===== src/otm_pkg.sv =====
// Constants shared by the overtravel and emergency stop monitor.
// Assumes an 8-bit register port and five axes; offsets are word indices.
package otm_pkg;

  localparam int OTM_ADDR_W = 4;
  localparam int OTM_DATA_W = 8;
  localparam int OTM_AXES   = 5;

  // Register offsets
  localparam logic [3:0] OFF_STROKE_CFG = 4'h0;
  localparam logic [3:0] OFF_MODE_CFG   = 4'h1;
  localparam logic [3:0] OFF_LIMIT_CFG  = 4'h2;
  localparam logic [3:0] OFF_SWITCH_CFG = 4'h3;
  localparam logic [3:0] OFF_IRQ_STATUS = 4'h4;
  localparam logic [3:0] OFF_IRQ_MASK   = 4'h5;
  localparam logic [3:0] OFF_ALARM_POS  = 4'h6;
  localparam logic [3:0] OFF_ALARM_NEG  = 4'h7;
  localparam logic [3:0] OFF_DIAG       = 4'h8;
  localparam logic [3:0] OFF_LIMIT_RAW  = 4'h9;
  localparam logic [3:0] OFF_REF_DONE   = 4'hA;

  // Field positions
  localparam int BIT_STROKE_BEFORE_REF = 5;
  localparam int BIT_ALARM_AFTER_OT    = 6;
  localparam int BIT_MODE_DEFAULT      = 5;
  localparam int BIT_IGNORE_HARD_LIMIT = 6;
  localparam int BIT_SINGLE_SWITCH     = 0;
  localparam int BIT_PANEL_ESTOP       = 1;
  localparam int BIT_IRQ_ESTOP         = 0;
  localparam int BIT_IRQ_OVERTRAVEL    = 1;
  localparam int BIT_DIAG_EST_INT      = 0;
  localparam int BIT_DIAG_EST_PANEL    = 1;
  localparam int BIT_DIAG_EST_ALARM    = 2;
  localparam int BIT_DIAG_MODE13       = 3;
  localparam int BIT_DIAG_RELEASE      = 4;
  localparam int BIT_AX5_POS           = 6;
  localparam int BIT_AX5_NEG           = 7;

  // Reset values
  localparam logic [7:0] RST_STROKE_CFG = 8'h00;
  localparam logic [7:0] RST_MODE_CFG   = 8'h00;
  localparam logic [7:0] RST_LIMIT_CFG  = 8'h00;
  localparam logic [1:0] RST_SWITCH_CFG = 2'h0;
  localparam logic [1:0] RST_IRQ_MASK   = 2'h0;

endpackage


===== src/otm_axis.sv =====
// One axis of overtravel supervision: latches a positive and a negative alarm.
// Assumes limit levels already mapped per direction, 1 meaning in range.
`timescale 1ns/1ns
module otm_axis (
  // Clock and reset
  input  wire logic i_sys_clk,
  input  wire logic i_arst_n,
  // Contacts, 1 = in range
  input  wire logic i_pos_ok,
  input  wire logic i_neg_ok,
  // Configuration
  input  wire logic i_single,
  input  wire logic i_check_en,
  input  wire logic i_ignore,
  input  wire logic i_after,
  // Motion
  input  wire logic i_cmd_pos_over,
  input  wire logic i_cmd_neg_over,
  input  wire logic i_move_pos,
  input  wire logic i_move_neg,
  input  wire logic i_release,
  // Alarms
  output logic      o_alarm_pos,
  output logic      o_alarm_neg
);

  typedef struct packed {
    logic alarm_pos;
    logic alarm_neg;
    logic dir_pos;
  } otm_axis_t;

  otm_axis_t st_reg;
  otm_axis_t st_next;
  logic      hit_pos;
  logic      hit_neg;

  always_comb begin
    st_next = st_reg;
    // A shared contact cannot tell direction, so the last commanded one is used
    if (i_move_pos) begin
      st_next.dir_pos = 1'b1;
    end else if (i_move_neg) begin
      st_next.dir_pos = 1'b0;
    end
    // Release held bypasses the contact so the axis can back off
    hit_pos = i_check_en & ~i_ignore & ~i_release & ~i_pos_ok
              & (~i_single | st_reg.dir_pos);
    hit_neg = i_check_en & ~i_ignore & ~i_release & ~i_neg_ok
              & (~i_single | ~st_reg.dir_pos);
    if (i_release & i_move_neg) begin
      st_next.alarm_pos = 1'b0;
    end
    if (i_release & i_move_pos) begin
      st_next.alarm_neg = 1'b0;
    end
    // Set wins over the release clear
    if (hit_pos | (i_check_en & ~i_after & i_cmd_pos_over)) begin
      st_next.alarm_pos = 1'b1;
    end
    if (hit_neg | (i_check_en & ~i_after & i_cmd_neg_over)) begin
      st_next.alarm_neg = 1'b1;
    end
  end

  always_ff @(posedge i_sys_clk or negedge i_arst_n) begin
    if (!i_arst_n) begin
      st_reg <= '{alarm_pos: 1'b0, alarm_neg: 1'b0, dir_pos: 1'b1};
    end else begin
      st_reg <= st_next;
    end
  end

  assign o_alarm_pos = st_reg.alarm_pos;
  assign o_alarm_neg = st_reg.alarm_neg;

  property p_open_contact;
    @(posedge i_sys_clk) disable iff (!i_arst_n)
      (i_check_en && !i_ignore && !i_release && !i_single && !i_pos_ok) |=> o_alarm_pos;
  endproperty
  a_open_contact: assert property (p_open_contact) else $error("open contact not alarmed");

  property p_ignore;
    @(posedge i_sys_clk) disable iff (!i_arst_n)
      (i_ignore && !i_cmd_neg_over && !o_alarm_neg) |=> !o_alarm_neg;
  endproperty
  a_ignore: assert property (p_ignore) else $error("hard limit not ignored");

  property p_no_check;
    @(posedge i_sys_clk) disable iff (!i_arst_n)
      (!i_check_en && !o_alarm_pos) |=> !o_alarm_pos;
  endproperty
  a_no_check: assert property (p_no_check) else $error("alarm while unchecked");

  property p_before;
    @(posedge i_sys_clk) disable iff (!i_arst_n)
      (i_check_en && !i_after && i_cmd_pos_over) |=> o_alarm_pos;
  endproperty
  a_before: assert property (p_before) else $error("early alarm missing");

  property p_release;
    @(posedge i_sys_clk) disable iff (!i_arst_n)
      (o_alarm_pos && i_release && i_move_neg && !i_cmd_pos_over) |=> !o_alarm_pos;
  endproperty
  a_release: assert property (p_release) else $error("release did not clear");

endmodule


===== src/otm_monitor.sv =====
// Overtravel and emergency stop monitor for a five-axis machining controller.
// Assumes synchronous contact inputs, a motion planner that reports jog
// directions and commands that would leave the stroke, and a plain register port.
// Operation
// - Two-switch mode: paired inputs, axis five upper
// - Config bit picks two or one switch
// - Single-switch mode: even bits, one per axis, none for axis five
// - Report axis alarm, block motion toward it
// - Reverse move with release held clears alarm
// - Stroke check before reference return is optional
// - Timing bit: alarm before or after overtravel
// - Ignore bit disregards hard limit alarms
// - Default bit picks mode after reset, clear
// - Stop input not one raises stop alarm
// - Stop input state readable as diagnostic
//
// The register offsets and the strobed register port are this design's own decisions.
`timescale 1ns/1ns
module otm_monitor
  import otm_pkg::*;
#(
  parameter int ADDR_W = OTM_ADDR_W
) (
  // Clock and reset
  input  wire logic              i_sys_clk,
  input  wire logic              i_arst_n,
  // Register port
  input  wire logic [ADDR_W-1:0] i_addr,
  input  wire logic [7:0]        i_wdata,
  input  wire logic              i_wr,
  input  wire logic              i_rd,
  output logic      [7:0]        o_rdata,
  // Limit contacts and stop buttons
  input  wire logic [7:0]        i_limit_byte0,
  input  wire logic [7:0]        i_limit_byte5,
  input  wire logic              i_estop_integral,
  input  wire logic              i_estop_panel,
  input  wire logic              i_ot_release,
  // Motion planner
  input  wire logic [4:0]        i_move_pos,
  input  wire logic [4:0]        i_move_neg,
  input  wire logic [4:0]        i_cmd_pos_over,
  input  wire logic [4:0]        i_cmd_neg_over,
  input  wire logic [4:0]        i_ref_done,
  input  wire logic              i_state_clear,
  // Alarms and permissions
  output logic      [4:0]        o_allow_pos,
  output logic      [4:0]        o_allow_neg,
  output logic      [4:0]        o_alarm_pos,
  output logic      [4:0]        o_alarm_neg,
  output logic                   o_estop_alarm,
  output logic                   o_mode13,
  output logic                   o_irq
);

  if (ADDR_W < OTM_ADDR_W) begin : g_addr_check
    $error("ADDR_W too small for the register map");
  end

  typedef struct packed {
    logic [7:0] stroke_cfg;
    logic [7:0] mode_cfg;
    logic [7:0] limit_cfg;
    logic [1:0] switch_cfg;
    logic [1:0] irq_status;
    logic [1:0] irq_mask;
    logic [4:0] ref_done;
    logic       estop_alarm;
    logic       mode13;
    logic       ot_any;
    logic [7:0] rdata;
  } otm_state_t;

  localparam otm_state_t ST_RST = '{
    stroke_cfg:  RST_STROKE_CFG,
    mode_cfg:    RST_MODE_CFG,
    limit_cfg:   RST_LIMIT_CFG,
    switch_cfg:  RST_SWITCH_CFG,
    irq_status:  2'h0,
    irq_mask:    RST_IRQ_MASK,
    ref_done:    5'h00,
    estop_alarm: 1'b0,
    mode13:      RST_MODE_CFG[BIT_MODE_DEFAULT],
    ot_any:      1'b0,
    rdata:       8'h00
  };

  otm_state_t st_reg;
  otm_state_t st_next;

  logic [4:0] pos_ok;
  logic [4:0] neg_ok;
  logic [4:0] check_en;
  logic [4:0] alarm_pos;
  logic [4:0] alarm_neg;
  logic       single;
  logic       estop_in;
  logic       any_move;

  function automatic logic addr_is(input logic [ADDR_W-1:0] a, input logic [3:0] off);
    addr_is = (a == ADDR_W'(off));
  endfunction

  assign single   = st_reg.switch_cfg[BIT_SINGLE_SWITCH];
  assign estop_in = st_reg.switch_cfg[BIT_PANEL_ESTOP] ? i_estop_panel : i_estop_integral;
  assign any_move = |{i_move_pos, i_move_neg};

  // Contact mapping per axis; a shared contact feeds both directions
  for (genvar k = 0; k < 4; k++) begin : g_map
    assign pos_ok[k] = i_limit_byte0[2*k];
    assign neg_ok[k] = single ? i_limit_byte0[2*k] : i_limit_byte0[2*k+1];
  end
  // Axis five has no shared contact, so in single mode it is never tripped
  assign pos_ok[4] = single | i_limit_byte5[BIT_AX5_POS];
  assign neg_ok[4] = single | i_limit_byte5[BIT_AX5_NEG];

  // Checking runs once referenced, or from power-on when so configured
  assign check_en = {5{st_reg.stroke_cfg[BIT_STROKE_BEFORE_REF]}} | st_reg.ref_done;

  for (genvar k = 0; k < OTM_AXES; k++) begin : g_axis
    otm_axis u_axis (
      .i_sys_clk      (i_sys_clk),
      .i_arst_n       (i_arst_n),
      .i_pos_ok       (pos_ok[k]),
      .i_neg_ok       (neg_ok[k]),
      .i_single       (single),
      .i_check_en     (check_en[k]),
      .i_ignore       (st_reg.limit_cfg[BIT_IGNORE_HARD_LIMIT]),
      .i_after        (st_reg.stroke_cfg[BIT_ALARM_AFTER_OT]),
      .i_cmd_pos_over (i_cmd_pos_over[k]),
      .i_cmd_neg_over (i_cmd_neg_over[k]),
      .i_move_pos     (i_move_pos[k]),
      .i_move_neg     (i_move_neg[k]),
      .i_release      (i_ot_release),
      .o_alarm_pos    (alarm_pos[k]),
      .o_alarm_neg    (alarm_neg[k])
    );
  end

  always_comb begin
    st_next = st_reg;
    st_next.ref_done = st_reg.ref_done | i_ref_done;
    if (i_wr) begin
      if (addr_is(i_addr, OFF_STROKE_CFG)) begin
        st_next.stroke_cfg = i_wdata;
      end
      if (addr_is(i_addr, OFF_MODE_CFG)) begin
        st_next.mode_cfg = i_wdata;
      end
      if (addr_is(i_addr, OFF_LIMIT_CFG)) begin
        st_next.limit_cfg = i_wdata;
      end
      if (addr_is(i_addr, OFF_SWITCH_CFG)) begin
        st_next.switch_cfg = i_wdata[1:0];
      end
      if (addr_is(i_addr, OFF_IRQ_MASK)) begin
        st_next.irq_mask = i_wdata[1:0];
      end
      if (addr_is(i_addr, OFF_IRQ_STATUS)) begin
        st_next.irq_status = st_reg.irq_status & ~i_wdata[1:0];
      end
    end
    // Stop alarm holds until the input is back and the operator backs off
    if (!estop_in) begin
      st_next.estop_alarm = 1'b1;
    end else if (i_ot_release && any_move) begin
      st_next.estop_alarm = 1'b0;
    end
    if (i_state_clear) begin
      st_next.mode13 = st_reg.mode_cfg[BIT_MODE_DEFAULT];
    end
    st_next.ot_any = |{alarm_pos, alarm_neg};
    // Event sets come after the write-one clear so a coincident event is kept
    if (st_next.estop_alarm && !st_reg.estop_alarm) begin
      st_next.irq_status[BIT_IRQ_ESTOP] = 1'b1;
    end
    if (st_next.ot_any && !st_reg.ot_any) begin
      st_next.irq_status[BIT_IRQ_OVERTRAVEL] = 1'b1;
    end
    st_next.rdata = 8'h00;
    if (i_rd) begin
      if (addr_is(i_addr, OFF_STROKE_CFG)) begin
        st_next.rdata = st_reg.stroke_cfg;
      end else if (addr_is(i_addr, OFF_MODE_CFG)) begin
        st_next.rdata = st_reg.mode_cfg;
      end else if (addr_is(i_addr, OFF_LIMIT_CFG)) begin
        st_next.rdata = st_reg.limit_cfg;
      end else if (addr_is(i_addr, OFF_SWITCH_CFG)) begin
        st_next.rdata = {6'h00, st_reg.switch_cfg};
      end else if (addr_is(i_addr, OFF_IRQ_STATUS)) begin
        st_next.rdata = {6'h00, st_reg.irq_status};
      end else if (addr_is(i_addr, OFF_IRQ_MASK)) begin
        st_next.rdata = {6'h00, st_reg.irq_mask};
      end else if (addr_is(i_addr, OFF_ALARM_POS)) begin
        st_next.rdata = {3'h0, alarm_pos};
      end else if (addr_is(i_addr, OFF_ALARM_NEG)) begin
        st_next.rdata = {3'h0, alarm_neg};
      end else if (addr_is(i_addr, OFF_DIAG)) begin
        st_next.rdata[BIT_DIAG_EST_INT]   = i_estop_integral;
        st_next.rdata[BIT_DIAG_EST_PANEL] = i_estop_panel;
        st_next.rdata[BIT_DIAG_EST_ALARM] = st_reg.estop_alarm;
        st_next.rdata[BIT_DIAG_MODE13]    = st_reg.mode13;
        st_next.rdata[BIT_DIAG_RELEASE]   = i_ot_release;
      end else if (addr_is(i_addr, OFF_LIMIT_RAW)) begin
        st_next.rdata = i_limit_byte0;
      end else if (addr_is(i_addr, OFF_REF_DONE)) begin
        st_next.rdata = {3'h0, st_reg.ref_done};
      end
    end
  end

  always_ff @(posedge i_sys_clk or negedge i_arst_n) begin
    if (!i_arst_n) begin
      st_reg <= ST_RST;
    end else begin
      st_reg <= st_next;
    end
  end

  // Stop alarm also freezes every axis, not just the tripped direction
  assign o_allow_pos   = ~alarm_pos & {5{~st_reg.estop_alarm}};
  assign o_allow_neg   = ~alarm_neg & {5{~st_reg.estop_alarm}};
  assign o_alarm_pos   = alarm_pos;
  assign o_alarm_neg   = alarm_neg;
  assign o_estop_alarm = st_reg.estop_alarm;
  assign o_mode13      = st_reg.mode13;
  assign o_rdata       = st_reg.rdata;
  assign o_irq         = |(st_reg.irq_status & st_reg.irq_mask);

  property p_shared_contact;
    @(posedge i_sys_clk) disable iff (!i_arst_n)
      single |-> (pos_ok[3:0] == neg_ok[3:0]) && pos_ok[4] && neg_ok[4];
  endproperty
  a_shared_contact: assert property (p_shared_contact) else $error("shared map wrong");

  property p_two_switch_map;
    @(posedge i_sys_clk) disable iff (!i_arst_n)
      !single |-> (neg_ok[1] == i_limit_byte0[3]) && (pos_ok[4] == i_limit_byte5[6]);
  endproperty
  a_two_switch_map: assert property (p_two_switch_map) else $error("pair map wrong");

  property p_block_motion;
    @(posedge i_sys_clk) disable iff (!i_arst_n)
      |alarm_pos |-> ((o_allow_pos & alarm_pos) == 5'h00);
  endproperty
  a_block_motion: assert property (p_block_motion) else $error("motion not blocked");

  property p_estop_raise;
    @(posedge i_sys_clk) disable iff (!i_arst_n)
      !estop_in |=> o_estop_alarm && (o_allow_neg == 5'h00);
  endproperty
  a_estop_raise: assert property (p_estop_raise) else $error("stop alarm missing");

  property p_mode_default;
    @(posedge i_sys_clk) disable iff (!i_arst_n)
      i_state_clear |=> o_mode13 == $past(st_reg.mode_cfg[BIT_MODE_DEFAULT]);
  endproperty
  a_mode_default: assert property (p_mode_default) else $error("mode not reloaded");

  property p_diag_read;
    @(posedge i_sys_clk) disable iff (!i_arst_n)
      (i_rd && addr_is(i_addr, OFF_DIAG)) |=> o_rdata[0] == $past(i_estop_integral);
  endproperty
  a_diag_read: assert property (p_diag_read) else $error("diagnostic read wrong");

endmodule


===== config.mk =====
export PLATFORM = sky130hd
export DESIGN_NAME = otm_monitor
export DESIGN_NICKNAME = d
export VERILOG_FILES = /design/src/otm_pkg.sv /design/src/otm_axis.sv /design/src/otm_monitor.sv
export SDC_FILE = /design/constraint.sdc
export NUM_CORES = 1
export LEC_CHECK = 0
export ABC_CLOCK_PERIOD_IN_PS = 3590
export BUFFER_PORTS_ARGS = -buffer_cell sky130_fd_sc_hd__buf_2
export CAP_MARGIN = 30
export CORE_AREA = 10 10 93 95
export CTS_CLUSTER_DIAMETER = 80
export CTS_CLUSTER_SIZE = 14
export DETAILED_ROUTE_END_ITERATION = 6
export DIE_AREA = 0 0 103 105
export GPL_TIMING_DRIVEN = 0
export HOLD_SLACK_MARGIN = 0.05
export PLACE_DENSITY_LB_ADDON = 0.25
export SETUP_SLACK_MARGIN = 0.5
export SLEW_MARGIN = 0
export SYNTH_ARGS = -nofsm -noshare
export SYNTH_HDL_FRONTEND = slang
export SYNTH_SLANG_ARGS = --single-unit

===== constraint.sdc =====
create_clock -name i_sys_clk -period 3.59 [get_ports i_sys_clk]
set_clock_uncertainty 0.2 [all_clocks]
set_input_delay 0.359 -clock i_sys_clk [delete_from_list [all_inputs] [get_ports i_sys_clk]]
set_output_delay 0.359 -clock i_sys_clk [all_outputs]
set_load 0.02 [all_outputs]

# After elaboration in Yosys (flattened, before gate mapping)
# Index checks and enable logic that the tools add are counted.
# totals
reg_bits,61
latch_bits,0
ram_bits,0
romBits,0
input_bits,61
out_inout_bits,31
word_cells,233
memories,0
# classes
addsub,0
multipliers,0
div_mod_pow,0
n_lt_le_gt_ge,0
n_eq_ne,10
n_shift,0
mux,55
n_bitwise,106
reduce_logical,35
# ops
op,count
$mux W8,10
$and A1 B1 Y1,55
$mux W1,39
$reduce_bool A2 Y1,19
$or A1 B1 Y1,22
$not A1 Y1,20
$reduce_or A10 Y1,2
$eq A4 B3 Y1 const B,4
$reduce_and A2 Y1,7
$eq A4 B4 Y1 const B,3
$and A5 B5 Y5,2
$mux W5,2
$not A5 Y5,2
$or A5 B5 Y5,2
$eq A4 B2 Y1 const B,2
$and A2 B2 Y2,2
$eq A4 B1 Y1 const B,1
$logic_not A4 Y1,1
$mux W2,2
$mux W4,1
$logic_and A1 B1 Y1,3
$mux W3,1
$logic_not A1 Y1,2
$not A2 Y2,1
$reduce_or A2 Y1,1

# Depth between registers and ports, before layout
# Gate-level depths: netlist of run 1.
# depth
ltp_word,13
depth_mapped,6
ltp_nobuf,4

# Hierarchy
# A second synthesis of run 1 with hierarchy kept.
# unflattened
hier_cells,320
hier_area_um2,3452.1
# modules_own_cells
mod,instances,cells_each,area_each_um2,seq_area_each_um2
otm_monitor,1,250,2632.5,1151.1
otm_axis,5,14,163.9,76.3

# Worst setup path before layout of run 1
# OpenSTA, ideal clock, no wires.
# synth_timing
path_type,input port to flip-flop
from,in i_addr[3]
to,reg st_reg[22] (netlist bit)
setup_time_ps,125
t_arrival_ps,1437
required_time_ps,3265
slack_ps,1828
stages,5
path_buffers,1
path_cell_list,buf_2 -> nor2_2 -> nand3_2 -> nor2_4 -> mux2_2
# synth_between
elab_chain_cells,2
# synth_rtl
element,line_no,text
from (decl),otm_monitor.sv:28,"input wire logic [ADDR_W-1:0] i_addr,"
$eq A4 B2 Y1,otm_monitor.sv:101,addr_is = (a == ADDR_W'(off));
$reduce_and A2 Y1 (no source line),-,
to (signal assigned),otm_monitor.sv:216,st_reg <= st_next;
to (decl),otm_monitor.sv:88,otm_state_t st_reg;
# No other way between the ends.
# A chain may end at the register's enable or synchronous reset.

# Worst setup path in the final report of run 1
# layout_timing
from,in i_addr[2]
to,reg st_reg[23] (netlist bit)
# The elaborated chain is that of the path after synthesis.

==> results of run 1 <==
==> cell type report <==
type                    count  area [um2]
fillers                   600        2680
clock buffers              16         150
flip-flops and latches     60        1510
inverters                  13        48.8
diodes                      1        2.50
plain buffers              33         235
well taps                  80         100
repair buffers             97         576
multi-input cells         199        1460
==> cells in the mapped netlist (2+ instances only) <==
library cell	number
nand2_1	18
inv_1	13
mux4_1	2
nor2b_1	7
dfstp_2	4
o21bai_1	6
a221oi_1	3
and3_1	2
nand2b_1	3
a221o_1	10
nor3_1	5
a2bb2oi_1	2
nor4_1	2
clkbuf_1	5
nand3_2	3
buf_6	5
buf_4	18
a211oi_1	2
mux2i_1	10
o21ai_0	7
or4_1	2
a22oi_1	2
buf_2	5
o41ai_1	3
nor2_1	33
dfrtp_1	56
nand3_1	3
a2111oi_0	4
a22o_1	3
a21oi_1	11
o22ai_1	3
mux2_2	33
or2_2	6
==> cells in the final DEF (no fill, tap or decap), types with 9 or more instances in the layout <==
| cell | n |
|---|---|
| a21oi_1 | 11 |
| a221o_1 | 10 |
| buf_2 | 86 |
| buf_4 | 18 |
| clkbuf_1 | 12 |
| clkbuf_8 | 9 |
| dfrtp_1 | 56 |
| dlygate4sd3_1 | 15 |
| inv_1 | 13 |
| mux2_2 | 33 |
| mux2i_1 | 10 |
| nand2_1 | 18 |
| nor2_1 | 33 |
==> worst reg2reg max path, delay by kind of cell (launching register included) <==
kind                   cells  cell delay [ns]
AOI/OAI and AO/OA          2             0.66
buffers and inverters      1             0.22
and+or+nand+nor            1             0.29
DFF                        1             0.39
==> cell families after synthesis <==
logic type             after synthesis  share of synthesized area [%]
AOI/OAI and AO/OA                   63                           14.6
and+or+nand+nor                     91                           14.2
muxes                               45                           16.1
buffers and inverters               46                           8.74
DFF                                 60                           46.4
==> routing by layer <==
layer  track usage [%]  vias up  share of wire (%)
li1                  -     1313                  -
met1              21.9     1373                 39
met2              28.2      130                 49
met3              5.20       23                8.4
met4              7.65        0                2.8
met5                 0        -                  0
==> power by group through the flow <==
stage                     Combinational [mW]  Sequential [mW]  Clock (mW)
after detailed placement               0.494            0.907           0
after floorplan                        0.340            0.870           0
after global placement                 0.481            0.903           0
final                                  0.506            0.896       0.492
after global routing                   0.555            0.912       0.538
after CTS                              0.508            0.895       0.501
==> through the flow <==
step           instances  util, %  worst slack [ns]
2_1_floorplan        305        -              1.83
3_3_place_gp         466     55.6              1.60
3_5_place_dp         467     55.9              1.59
4_1_cts              498     60.3              1.40
5_1_grt              498     60.3              1.30
6_report             499     60.4              1.37
==> worst max path at each step <==
stage	end	slack, ns	cells past startpoint
after detailed placement	st_reg[26]	1.59	5
after floorplan	st_reg[22]	1.83	5
after global placement	st_reg[23]	1.60	5
after global routing	st_reg[22]	1.30	6
after CTS	st_reg[23]	1.40	6
final	st_reg[23]	1.37	6
==> summary.md, run 1 <==
| Metric | Value |
|---|---|
| Hold Buf Count CTS | 15 |
| Endpoints failing setup | 0 |
| Post-synth top area cell | dfrtp_1 |
| CP delay by family, top | simple AND/OR/NAND/NOR gates |
| Drt via density | ~5.7 |
| Cell depth of the worst flop-to-flop path | 4 |
| Worst EP required | 3.61 ns |
| Kind of critical path | input port to flop |
| Post-synth EDFFs | 0 |
| Sequential area share after synthesis | 46.4% |
| Worst-path cell chain | dlygate4sd3_1 -> buf_6 -> nor2_2 -> nand3_2 -> nor2_4 -> mux2_2 |
| Setup_tns | 0 ns |
| Synth Flop Type | dfrtp_1 |
| Post-layout net count | 474 |
| CTS root buf | clkbuf_8 |
| Syn Nets | 366 |
| Max Cap Viol | 0 |
| P_leak | ~1.9 nW |
| Die ar. | between 10,000 and 15,000 um2 |
| Post-cts resize count | 0 |
| Slew HR | 50.3% |
| CP arrival | 2.23 ns |
| Chip Width | 103 um |
| CP Buf/Inv Count | 2 |
| Final hold slack | 0.0534 ns |
| Initial antenna violation count | 0 |
| Reg-to-reg startpoint | st_reg[28] |
| Tot Pwr | 1.89 mW |
| Port bufs | 81 |
| Final hold vios | 0 |
| ANT nets after route | 0 |
| Measured slew at the worst slew-check pin | about 0.75 ns |
| Cells after Synth | roughly 300 |
| Crit. End Element | flop |
| Clock transition at the registers of the reported paths | 0.06 ns |
| Number of core rows | 30 |
| Synth Warn # | 0 |
| Post-Syn Area per Cell | between 10 and 15 um2 |
| RSZ-0062 raised after global routing | no |
| Reg-to-Reg End | g_axis[2].u_axis.o_alarm_pos |
| Largest net degree at the start of global routing | 34 |
| GR Util All Layers | 17.9% |
| Gpl congestion | 0.926 |
| Fmax | roughly 450 MHz |
| Core box area | 6760 um2 |
| R2R setup slack | 1.77 ns |
| Critical path startpoint category | input port |
| Cell area after layout | approximately 4000 um2 |
| Yosys top cell area share | 43.1% |
| Postcts setup bufs | 0 |
| Hold crit path type | input port to flop |
| End of the worst hold path | g_axis[1].u_axis.st_reg[0] |
| Hold Crit Start | i_move_pos[1] |
| Register bit total from synthesis | 60 |
| Clock power share | 26.0% |
| Int Power | 1.30 mW |
| Combinational cell fraction of total power | 26.7% |
| Max reg flops | 35 |
| Placed cell areas | ~3800 um2 |
| Post-DR wirelength/cell | roughly 19 um |
| Clock Tree Buf Depth | 2 |
| Worst IR Drop VDD | approximately 0.00034 V |
| Net switching power | between 0.5 and 0.6 mW |
| Sequential fraction of design power | 47.3% |
| TritonCTS clock tree | yes |
| CTS H-Tree Depth | 3 |
| Main area contributors after synthesis | dfrtp_1, mux2_2, buf_4 |
| Layout cell share with drive strength beyond 1 | 40.2% |
| Worst hold stages | 2 |
| Post-synth cell types | 47 |
| Drt initial violations | ~210 |
| Drt total wl | roughly 9300 um |
| Ports | 92 |
| Cell area power density | 464 nW/um2 |
| Gr ovfl total | 0 |
| Die H | 105 um |
| Ys async rst share | 100% |
| First-pass GRT wire length | 15,100 um |
| Tmin final | roughly 2.2 ns |
| Final worst-path cycle share | between 60 and 70% |
| Crit-path max FO | 9 |
| Area Overhead vs Synth | 25.5% |
| Slowest CP cell | dlygate4sd3_1 |
| Drc violations | 0 |
| Worst path max stage delay | 0.55 ns |
| Final Max Tran Viols | 0 |
| Drt first pass iters | 5 |
| Synth Cell Area | 3250 um2 |
| Initial Utilization | 48.1% |
| CTS Buf Count | 9 |
| Critical Path Start | i_addr[2] |
| Worst-Skew Late Latency | between 0.3 and 0.4 ns |
| Status | complete, no violations |
| Vias in the first global route | 2,975 |
| Total number of vias | ~2,800 |
| Switching portion of total power | 31.5% |
| Hpwl dp | roughly 7200 um |
| CTS sink cnt | 60 |
No activity file was read; power rests on OpenSTA's default activity.
==> run 2: changes to the inputs <==
--- a/config.mk
+++ b/config.mk
@@ -5,14 +5,14 @@
 export SDC_FILE = /design/constraint.sdc
 export NUM_CORES = 1
 export LEC_CHECK = 0
-export ABC_CLOCK_PERIOD_IN_PS = 3590
+export ABC_CLOCK_PERIOD_IN_PS = 1800
 export BUFFER_PORTS_ARGS = -buffer_cell sky130_fd_sc_hd__buf_2
 export CAP_MARGIN = 30
-export CORE_AREA = 10 10 93 95
+export CORE_AREA = 10 10 95 97
 export CTS_CLUSTER_DIAMETER = 80
 export CTS_CLUSTER_SIZE = 14
 export DETAILED_ROUTE_END_ITERATION = 6
-export DIE_AREA = 0 0 103 105
+export DIE_AREA = 0 0 105 107
 export GPL_TIMING_DRIVEN = 0
 export HOLD_SLACK_MARGIN = 0.05
 export PLACE_DENSITY_LB_ADDON = 0.25
==> constraint.sdc (replaced) <==
create_clock -name i_sys_clk -period 1.8 [get_ports i_sys_clk]
set_clock_uncertainty 0.2 [all_clocks]
set_input_delay 0.18 -clock i_sys_clk [delete_from_list [all_inputs] [get_ports i_sys_clk]]
set_output_delay 0.18 -clock i_sys_clk [all_outputs]
set_load 0.02 [all_outputs]
==> run 2 against run 1 <==
Against the previous run:
- the run now ends with negative hold slack left
- power grew to 2.6 times the previous value
- core utilization increased by 17 points
- sequential share of layout area fell by 9.4 points
- critical path depth down 3
==> summary.md, run 2 (synthesized netlist as in run 1, its figures left out) <==
| Metric | Value |
|---|---|
| Cell area power density | 873 nW/um2 (+88%) |
| GR Util All Layers | 21.8% (+4.0 points) |
| R2R setup slack | 0.12 ns (-1.65 ns) |
| Tmin final | 1.68 ns |
| Slew HR | 51.4% (+1.1 points) |
| Most common cell after layout, fill and taps aside | buf_6 |
| Drc violations | 0 (unchanged) |
| Placed cell areas | 4140 um2 (+9.6%) |
| First-pass GRT wire length | 19,400 um (+28%) |
| CTS sink cnt | 60 (unchanged) |
| P_leak | 2.43 nW (+27%) |
| Gpl congestion | 0.872 (-5.9%) |
| Cell area after layout | 5540 um2 (+36%) |
| Reg-to-Reg End | st_reg[19] |
| Largest net degree at the start of global routing | 32 (-5.9%) |
| Fmax | between 500 and 600 MHz |
| Status | complete, but fails checks |
| Final worst-path cycle share | 93.4% |
| Drt total wl | 13,000 um (+40%) |
| Failing checks | negative hold slack |
| Vias in the first global route | 3,475 (+17%) |
| Final hold vios | 26 (+26) |
| Reg-to-reg startpoint | g_axis[2].u_axis.o_alarm_pos |
| Area Overhead vs Synth | 70.6% |
| Crit-path max FO | 5 (-4) |
| Hold crit path type | input port to asynchronous set/reset pin |
| Total number of vias | 3,349 (+18%) |
| CTS root buf | clkbuf_8 |
| Port bufs | 81 (unchanged) |
| Max Cap Viol | 0 (unchanged) |
| Post-layout net count | 535 (+13%) |
| Fin util | 77.7% (+17 points) |
| Drt via density | 5.78 (+1.7%) |
| Setup_tns | 0 ns (unchanged) |
| Die ar. | 11,200 um2 (+3.9%) |
| Drt first pass iters | 5 (unchanged) |
| Drt initial violations | 325 (+53%) |
| Worst IR Drop VDD | 0.000528 V (+56%) |
| Final hold slack | -0.323 ns (-0.377 ns) |
| Post-DR wirelength/cell | 22.5 um (+21%) |
| Chip Width | 105 um (+1.9%) |
| Die H | 107 um (+1.9%) |
| Hpwl dp | 7440 um (+4.1%) |
| Gr ovfl total | 0 (unchanged) |
| Endpoints failing setup | 0 (unchanged) |
| TritonCTS clock tree | yes |
| Ports | 92 (unchanged) |
| Clock transition at the registers of the reported paths | 0.07 ns (about the same) |
| Initial antenna violation count | 1 (+1) |
| Worst-Skew Late Latency | 0.35 ns (about the same) |
| Most frequent cells in the layout | buf_6, buf_2, dlygate4sd3_1 |
| Final Max Tran Viols | 0 (unchanged) |
| Clock Tree Buf Depth | 2 (unchanged) |
| RSZ-0062 raised after global routing | yes |
| Number of core rows | 31 (+3.3%) |
| Crit. End Element | flop |
| Initial Utilization | 45.5% (-2.6 points) |
| CTS Buf Count | 9 (unchanged) |
| Cell depth of the worst flop-to-flop path | 3 (-1) |
| Worst EP required | 1.84 ns (-1.77 ns) |
| Max reg flops | 35 (unchanged) |
| Critical path startpoint category | flop |
| Measured slew at the worst slew-check pin | 0.729 ns (-0.0162 ns) |
| FILL cells | 400 (-33%) |
| Layout cell share with drive strength beyond 1 | 58.5% (+18 points) |
| CTS H-Tree Depth | 3 (unchanged) |
| Kind of critical path | flop to flop |
| Core box area | 7140 um2 (+5.6%) |
| ANT nets after route | 0 (unchanged) |
| CP arrival | 1.72 ns (-0.51 ns) |
[run 2: stage by stage]
step	cells	setup slack (ns)	power, mW
after detailed placement	486	0.133	2.99
after global placement	485	0.0957	2.95
after floorplan	305	0.332	2.59
after global routing	579	0.129	5.00
final	579	0.118	4.84
after CTS	572	0.218	4.65
[run 2: where the power goes]
group | switching, mW | internal [mW] | total, mW | leakage [nW]
clock network | 0.562 | 0.676 | 1.24 | 0.100
registers | 0.273 | 1.59 | 1.86 | 0.683
logic | 0.773 | 0.964 | 1.74 | 1.64
[run 2: critical path: stages (launching register included)]
cell and delay, ns:
dfrtp_2 0.48, nor4_2 0.42, nand3_1 0.21, a22o_1 0.26
[run 2: what timing repair did]
| item | CTS | global route |
|---|---|---|
| setup endpoints to repair | 54 | 60 |
| buffers inserted | 24 | 6 |
| pin swaps | 24 | 17 |
| hold buffers | 45 | 1 |
| hold endpoints to repair | 85 | 29 |
| resized for setup | 113 | 26 |
| cloned | 1 | 0 |
[run 2: layout make-up]
cell class	instances	area [um2]	share of cell area, %
multi-input cells	199	1880	33.9
flip-flops and latches	60	1530	27.6
repair buffers	158	1360	24.5
plain buffers	33	410	7.40
clock buffers	12	145	2.62
well taps	99	124	2.23
clock inverters	4	48.8	0.880
inverters	13	48.8	0.880
diodes	1	2.50	0.0451
[run 2: how the worst max path moves through the flow]
stage | start | end | slack, ns | cells past startpoint
2_1_floorplan | st_reg[28] | g_axis[4].u_axis.o_alarm_neg | 0.33 | 4
3_3_place_gp | i_arst_n | st_reg[43] | 0.1 | 1
3_5_place_dp | i_addr[2] | st_reg[24] | 0.13 | 5
4_1_cts | o_estop_alarm | o_allow_pos[4] | 0.22 | 3
5_1_grt | st_reg[12] | o_rdata[1] | 0.13 | 4
6_report | g_axis[2].u_axis.o_alarm_pos | st_reg[19] | 0.12 | 3
[run 2: metal layers]
| layer | track usage, % | share of wire (%) | up-vias |
|---|---|---|---|
| met5 | 0 | 0 | - |
| met2 | 36.6 | 49 | 230 |
| li1 | - | - | 1431 |
| met1 | 26.6 | 38 | 1636 |
| met4 | 10.4 | 4.6 | 0 |
| met3 | 4.19 | 7.7 | 52 |
